`src/hdl/ocm_map.svh`:
```
// Constants of the output compare mode logic
// Function
// Mode is bits two to zero
// Center PWM: high at primary, low at secondary
// Edge PWM: high at zero, low at primary
// Start low, toggle alternate matches forever
// Start low, one pulse, then quiet
// Toggle on every primary match
// Start high, low on primary match
// Start low, high on primary match
// Mode zero disables the channel
// Compare values double-buffered in PWM only
// Buffered values load at period boundary
`ifndef OCM_MAP_SVH
`define OCM_MAP_SVH

// Widths of the timer and control word
`define OCM_CNT_W 16
`define OCM_CTRL_W 16

// Mode field position in control one
`define OCM_MODE_MSB 2
`define OCM_MODE_LSB 0

// Mode field codes
`define OCM_MODE_OFF 3'h0
`define OCM_MODE_SS_HI 3'h1
`define OCM_MODE_SS_LO 3'h2
`define OCM_MODE_TOGGLE 3'h3
`define OCM_MODE_DBL_SS 3'h4
`define OCM_MODE_DBL_CONT 3'h5
`define OCM_MODE_PWM_EDGE 3'h6
`define OCM_MODE_PWM_CTR 3'h7

// Reset values
`define OCM_MODE_RST 3'h0
`define OCM_PIN_RST 1'h0
`define OCM_CMP_RST 16'h0000
`define OCM_CNT_ZERO 16'h0000

`endif

```
`src/hdl/ocm_pkg.sv`:
```
// Types shared by the output compare mode logic
`include "ocm_map.svh"

package ocm_pkg;

    // Sequence position of the channel
    typedef enum logic [1:0] {
        ST_OFF,
        ST_WAIT_PRI,
        ST_WAIT_SEC,
        ST_DONE
    } ocm_state_t;

    // Timer or compare word
    typedef logic [`OCM_CNT_W-1:0] ocm_cnt_t;

    // Primary and secondary compare values travel together
    typedef struct packed {
        ocm_cnt_t pri;
        ocm_cnt_t sec;
    } ocm_cmp_pair_t;

endpackage : ocm_pkg

```
`src/hdl/ocm_core.sv`:
```
// Output compare channel: mode decode, match events, pin drive
`timescale 1ns/1ps
`include "ocm_map.svh"

module ocm_core
    import ocm_pkg::*;
(
    // Clock, reset, enable
    input wire logic ref_clk,
    input wire logic rst_n,
    input wire logic clk_en,
    // Software settings
    input wire logic [`OCM_CTRL_W-1:0] compare_control_one,
    input ocm_cnt_t primary_compare_value,
    input ocm_cnt_t secondary_compare_value,
    // Timer
    input ocm_cnt_t compare_timer_count,
    input wire logic timer_period_tick,
    // Pin and status
    output logic compare_output_pin,
    output ocm_state_t compare_state
);

    // Mode field of control one
    logic [2:0] mode; // Requested mode
    logic [2:0] mode_q; // Mode seen last enabled cycle
    logic [2:0] next_mode_q; // Next held mode
    logic mode_chg; // Mode differs from held one
    logic pwm; // Either PWM mode

    // Compare values
    ocm_cmp_pair_t written; // Values as software holds them
    ocm_cmp_pair_t act; // Values in use
    logic load; // Reload the values in use

    // Match detection
    logic pri_eq; // Count equals primary
    logic sec_eq; // Count equals secondary
    logic zero_eq; // Count is zero
    logic pri_eq_q; // Last primary equality
    logic sec_eq_q; // Last secondary equality
    logic zero_eq_q; // Last zero equality
    logic next_pri_eq_q;
    logic next_sec_eq_q;
    logic next_zero_eq_q;
    logic pri_hit; // Primary match event
    logic sec_hit; // Secondary match event
    logic zero_hit; // Timer reached zero

    // Pin state
    logic next_pin; // Next pin level
    ocm_state_t next_state; // Next sequence state

    // Decode the mode field
    always_comb begin
        mode = compare_control_one[`OCM_MODE_MSB:`OCM_MODE_LSB];
        mode_chg = (mode != mode_q);
        pwm = (mode == `OCM_MODE_PWM_EDGE) || (mode == `OCM_MODE_PWM_CTR);
    end

    // Reload the values in use
    // Outside PWM they follow the written ones every enabled cycle; in PWM only
    // at the period tick, or at once when a PWM mode is entered.
    always_comb begin
        written.pri = primary_compare_value;
        written.sec = secondary_compare_value;
        load = !pwm || timer_period_tick || mode_chg;
    end

    // Holding register pair
    ocm_cmp_buffer i_ocm_cmp_buffer (
        .ref_clk(ref_clk),
        .rst_n(rst_n),
        .clk_en(clk_en),
        .load(load),
        .written(written),
        .active(act)
    );

    // Equality and event detection
    // A prescaled timer holds one count for many edges, so only the
    // first edge of an equality counts as a match.
    always_comb begin
        pri_eq = (compare_timer_count == act.pri);
        sec_eq = (compare_timer_count == act.sec);
        zero_eq = (compare_timer_count == `OCM_CNT_ZERO);
        pri_hit = clk_en && pri_eq && !pri_eq_q;
        sec_hit = clk_en && sec_eq && !sec_eq_q;
        zero_hit = clk_en && zero_eq && !zero_eq_q;
        next_pri_eq_q = clk_en ? pri_eq : pri_eq_q;
        next_sec_eq_q = clk_en ? sec_eq : sec_eq_q;
        next_zero_eq_q = clk_en ? zero_eq : zero_eq_q;
        next_mode_q = clk_en ? mode : mode_q;
    end

    // Event history and held mode
    always_ff @(posedge ref_clk or negedge rst_n) begin
        if (!rst_n) begin
            pri_eq_q <= 1'h0;
            sec_eq_q <= 1'h0;
            zero_eq_q <= 1'h0;
            mode_q <= `OCM_MODE_RST;
        end else begin
            pri_eq_q <= next_pri_eq_q;
            sec_eq_q <= next_sec_eq_q;
            zero_eq_q <= next_zero_eq_q;
            mode_q <= next_mode_q;
        end
    end

    // Pin and sequence next values
    always_comb begin
        next_pin = compare_output_pin;
        next_state = compare_state;
        if (!clk_en) begin
            // Frozen
            next_pin = compare_output_pin;
        end else if (mode_chg) begin
            // New mode: set the starting level
            next_pin = (mode == `OCM_MODE_SS_LO);
            next_state = (mode == `OCM_MODE_OFF) ? ST_OFF : ST_WAIT_PRI;
        end else begin
            case (mode)
                `OCM_MODE_OFF: begin
                    // Disabled: pin parked low
                    next_pin = 1'h0;
                    next_state = ST_OFF;
                end
                `OCM_MODE_SS_HI: begin
                    if (compare_state == ST_WAIT_PRI && pri_hit) begin
                        next_pin = 1'h1;
                        next_state = ST_DONE;
                    end
                end
                `OCM_MODE_SS_LO: begin
                    if (compare_state == ST_WAIT_PRI && pri_hit) begin
                        next_pin = 1'h0;
                        next_state = ST_DONE;
                    end
                end
                `OCM_MODE_TOGGLE: begin
                    if (pri_hit) begin
                        next_pin = !compare_output_pin;
                    end
                end
                `OCM_MODE_DBL_SS, `OCM_MODE_DBL_CONT: begin
                    if (compare_state == ST_WAIT_PRI && pri_hit) begin
                        next_pin = 1'h1;
                        next_state = ST_WAIT_SEC;
                    end else if (compare_state == ST_WAIT_SEC && sec_hit) begin
                        next_pin = 1'h0;
                        // Single shot stops, continuous rearms
                        next_state = (mode == `OCM_MODE_DBL_SS) ? ST_DONE : ST_WAIT_PRI;
                    end
                end
                `OCM_MODE_PWM_EDGE: begin
                    // Primary wins, so a zero duty stays low
                    if (pri_hit) begin
                        next_pin = 1'h0;
                    end else if (zero_hit) begin
                        next_pin = 1'h1;
                    end
                end
                `OCM_MODE_PWM_CTR: begin
                    // Secondary wins when both values are equal
                    if (sec_hit) begin
                        next_pin = 1'h0;
                    end else if (pri_hit) begin
                        next_pin = 1'h1;
                    end
                end
                default: begin
                    next_pin = 1'h0;
                    next_state = ST_OFF;
                end
            endcase
        end
    end

    // Pin and sequence registers
    always_ff @(posedge ref_clk or negedge rst_n) begin
        if (!rst_n) begin
            compare_output_pin <= `OCM_PIN_RST;
            compare_state <= ST_OFF;
        end else begin
            compare_output_pin <= next_pin;
            compare_state <= next_state;
        end
    end

    // Steady mode qualifier for the checks below
    logic steady; // Enabled, mode unchanged
    assign steady = clk_en && !mode_chg;
endmodule : ocm_core

```
`src/hdl/ocm_cmp_buffer.sv`:
```
// Active compare value pair, reloaded on command
`timescale 1ns/1ps
`include "ocm_map.svh"

module ocm_cmp_buffer
    import ocm_pkg::*;
(
    // Clock and reset
    input wire logic ref_clk,
    input wire logic rst_n,
    input wire logic clk_en,
    // Load control and written values
    input wire logic load,
    input ocm_cmp_pair_t written,
    // Values the comparators use
    output ocm_cmp_pair_t active
);

    ocm_cmp_pair_t next_active; // Value for next edge

    // Take the written pair only when told to
    always_comb begin
        next_active = active;
        if (clk_en && load) begin
            next_active = written;
        end
    end

    // Plain register, cleared by reset
    always_ff @(posedge ref_clk or negedge rst_n) begin
        if (!rst_n) begin
            active <= '{pri: `OCM_CMP_RST, sec: `OCM_CMP_RST};
        end else begin
            active <= next_active;
        end
    end

endmodule : ocm_cmp_buffer

```
`config.mk`:
```
export PLATFORM = sky130hd
export DESIGN_NAME = ocm_core
export DESIGN_NICKNAME = d
export VERILOG_FILES = /design/src/hdl/ocm_pkg.sv /design/src/hdl/ocm_core.sv /design/src/hdl/ocm_cmp_buffer.sv
export VERILOG_INCLUDE_DIRS = /design/src /design/src/hdl
export SDC_FILE = /design/constraint.sdc
export NUM_CORES = 1
export LEC_CHECK = 0
export ABC_AREA = 1
export BUFFER_PORTS_ARGS = -buffer_cell sky130_fd_sc_hd__buf_2
export CORE_UTILIZATION = 45
export CTS_CLUSTER_DIAMETER = 100
export CTS_CLUSTER_SIZE = 30
export DETAILED_ROUTE_END_ITERATION = 6
export MAX_ROUTING_LAYER = met4
export PLACE_DENSITY = 0.7
export SLEW_MARGIN = 20
export SYNTH_ARGS = -nofsm -noshare
export SYNTH_HDL_FRONTEND = slang
export SYNTH_SLANG_ARGS = --single-unit
```
`constraint.sdc`:
```
create_clock -name ref_clk -period 2.8 [get_ports ref_clk]
set_clock_uncertainty 0.2 [all_clocks]
set_input_delay 0.7 -clock ref_clk [delete_from_list [all_inputs] [get_ports ref_clk]]
set_output_delay 0.7 -clock ref_clk [all_outputs]
set_load 0.01 [all_outputs]
```
==> qor.csv <==
stage;metric;value;unit
floorplanning;core_region_area;5610;um^2
placed_design;port_buffers;57;
layout;area_delta_synth_final;17.3;%
yosys;yosysMostFrequentCell;nand2_1;
timing;worst_slew_pin_slew;0.328;ns
setup_path;crit_slowest_cell;nor2_1;
floorplanning;initial_core_util;47.4;%
setup_path;crit_chain;buf_2, inv_1, nor2_1, nor2_1, nand2_1, nor2_1, nand3_1, nor2_1, nand3_1, nand3_1, nand2_1, nor2_1, nand2_1, nand2_1;
clock_network;cts-root-buf;clkbuf_8;
grt;antenna_found_initial;0;
layout;regArea;1030;um^2
timing;finalSetupViolations;0;
floorplanning;ios;71;
layout;num_antenna_cells;0;
layout;final_layout_size_suffix_gt1_share;19.3;%
layout;fin_nets;509;
routing;wl_per_cell;12.4;um
setup_path;crit_path_frequent_cell;nor2_1;
power;switching_share;30.1;%
yosys;async_reset_ff_share;100;%
clock_network;cts_tree;built;
clock_network;hold_buffers;1;
power;p_sw;455;uW
routing;drt_first_pass_iters;4;
setup_path;start_kind;primary input;
yosys;synth_top_area_cell;dfrtp_1;
grt;grt_util_all_layers;22.9;%
layout;fin_util;55.6;%
routing;routed_wl;6370;um
yosys;yosysUniqueCellTypes;23;
setup_path;cp.required;2.83;ns
grt;grt_max_degree;28;
job;drv_cap;0;
timing;final-max-slew-violation-count;0;
setup_path;max_stage_delay;0.21;ns
yosys;synth_edf_count;0;
timing;timing.final.crit_share;79.7;%
routing;via_count;2493;
power;p_comb_share;23.8;%
power;internal-power;1060;uW
setup_path;endpoint_kind;flop;
layout;fill_cells;602;
setup_path;worstSetupStartpoint;compare_timer_count[0];
power;p_seq_share;45.4;%
grt;grt_pass1_wl;10800;um
grt;grt_pass1_vias;2436;
yosys;synth_top_cell_area_share;38.6;%
power;finalPower;1510;uW
floorplanning;die_w;78.9;um
clock_network;cts_buffers;5;
setup_path;cp_data_arrival_time;2.26;ns
setup_path;r2r-start;i_ocm_cmp_buffer.active[30];
layout;finalNonFillerCells;513;
timing;rsz0062_at_grt;no;
yosys;yosys_warnings;0;
yosys;netlist_area;2660;um^2
placed_design;dp.cells;505;
power;leakage;0.00171;uW
placed_design;place.gp.congestion;0.965;
yosys;ys_seq_area_share;38.6;%
clock_network;post_cts_resized;0;
floorplanning;dieArea;6220;um^2
yosys;synth_cells;378;
setup_path;reg2regPathDepth;11;
layout;multi_input_area;1330;um^2
yosys;avgSynthCellArea;7.03;um^2
power;power.share.clock;30.8;%
timing;min_period;2.23;ns
timing;fmax;448;MHz
clock_network;path_clk_slew;0.08;ns
setup_path;rr_endpoint;compare_state[0];
setup_path;crit_end;compare_state[0];
timing;max_slew_margin;78.0;%
clock_network;htree_num_levels;2;
clock_network;cts_setup_buffers;0;
timing;final_hold_viol_count;0;
power;powerDensity;485;nW/um^2
routing;ant_nets;0;
floorplanning;num_rows;27;
routing;drc;0;
setup_path;path_max_fanout;4;
grt;gr-total-overflow;0;
yosys;ys_top_cells_by_area;dfrtp_1 (39%), nand2_1 (15%), nor2_1 (8.6%);
timing;setup_tns;0;ns
setup_path;regToRegSetupSlack;0.70;ns
run_status;outcome;finished clean;
routing;routed_via_density;4.86;
clock_network;clock_latency;0.30;ns
floorplanning;die_h;78.9;um
setup_path;path_class;in2reg;
clock_network;cts.sinks;41;
yosys;ys_ff_latch;41;
yosys;synth_commonest_cells;nand2_1 (107), nor2_1 (61), inv_1 (58);
hold_path;hold_path.class;reg2reg;
routing;first_iter_violations;164;
yosys;postSynth.topFlopCell;dfrtp_1;
power;worst_ir_drop_vdd;0.000288;V
yosys;syn-num-nets;446;
placed_design;dp_hpwl;5140;um
clock_network;clock_tree.buffer_depth;2;
stage by stage:
step                hold WS [ns]  instance area (um^2)  worst slack [ns]
finish                     0.311                  3120             0.570
global route               0.339                  3120             0.450
CTS                        0.318                  3120             0.597
detailed placement         0.294                  3010             0.308
global placement           0.293                  3010             0.346
floorplan                  0.204                  2660             0.413
how the worst min path moves through the flow:
stage	from	to	slack, ns	cells past startpoint
floorplan	rst_n	compare_output_pin	0.20	0
global placement	rst_n	i_ocm_cmp_buffer.active[16]	0.29	1
finish	mode_q[2]	mode_q[2]	0.31	2
CTS	mode_q[2]	mode_q[2]	0.32	2
global route	i_ocm_cmp_buffer.active[6]	i_ocm_cmp_buffer.active[6]	0.34	1
detailed placement	rst_n	i_ocm_cmp_buffer.active[16]	0.29	1
per-layer routing:
layer  global-route usage, %  routed length [um]  vias up  part of all wire (%)
li1                        -                   -     1307                     -
met5                       -                   0        -                     0
met4                    7.27                  98        0                   1.5
met2                    38.3                3030       57                    48
met3                    4.25                 264        9                   4.1
met1                    28.3                2980     1120                    47
cells in the final DEF (no fill, tap or decap), drive strengths merged:
master | netlist | final
nand2 | 107 | 107
buf | 7 | 62
nor2 | 61 | 61
inv | 60 | 60
dfrtp | 41 | 41
a21oi | 26 | 26
o21ai | 13 | 13
nand4 | 13 | 13
xnor2 | 11 | 11
nand3 | 11 | 11
mux2 | 11 | 11
nor3 | 6 | 6
nand3b | 5 | 5
clkbuf | 0 | 5
a211oi | 1 | 1
o21a | 1 | 1
and3 | 1 | 1
or2 | 1 | 1
o31ai | 1 | 1
o22ai | 1 | 1
bufinv | 0 | 1
clkinv | 0 | 1
dlygate4sd3 | 0 | 1
power by group through the flow:
stage          registers [uW]  clock network (uW)  logic (uW)
2_1_floorplan             691                   0         242
3_3_place_gp              697                   0         352
3_5_place_dp              699                   0         358
4_1_cts                   687                 474         362
5_1_grt                   695                 502         409
6_report                  687                 466         360
area by class of cell:
cell class              count  area share [%]
well taps                  72            2.89
multi-input cells         270            42.6
flip-flops and latches     41            32.9
clock inverters             2            1.12
repair buffers             63            11.1
inverters                  60            7.22
clock buffers               5            2.21
registers in the layout (all words and copies together), names as in the netlist:
signal	count
zero_eq_q	1
compare_output_pin	1
pri_eq_q	1
sec_eq_q	1
compare_state	2
i_ocm_cmp_buffer.active	32
mode_q	3
cells by family (layout without fill, tap and decap cells):
logic type,count (synthesis),count (layout),synth area share (%)
buffers and inverters,67,130,11.4
flip-flops,41,41,38.6
multiplexers,11,11,5.51
AND/OR/NAND/NOR,205,205,31.9
AO/OA/AOI/OAI,43,43,8.94
XOR/XNOR,11,11,3.62
critical path, delay by kind of cell:
family,cells,cell delay [ns]
AND/OR/NAND/NOR,12,1.35
buffers and inverters,2,0.20
Power figures use the tool's default switching activity.
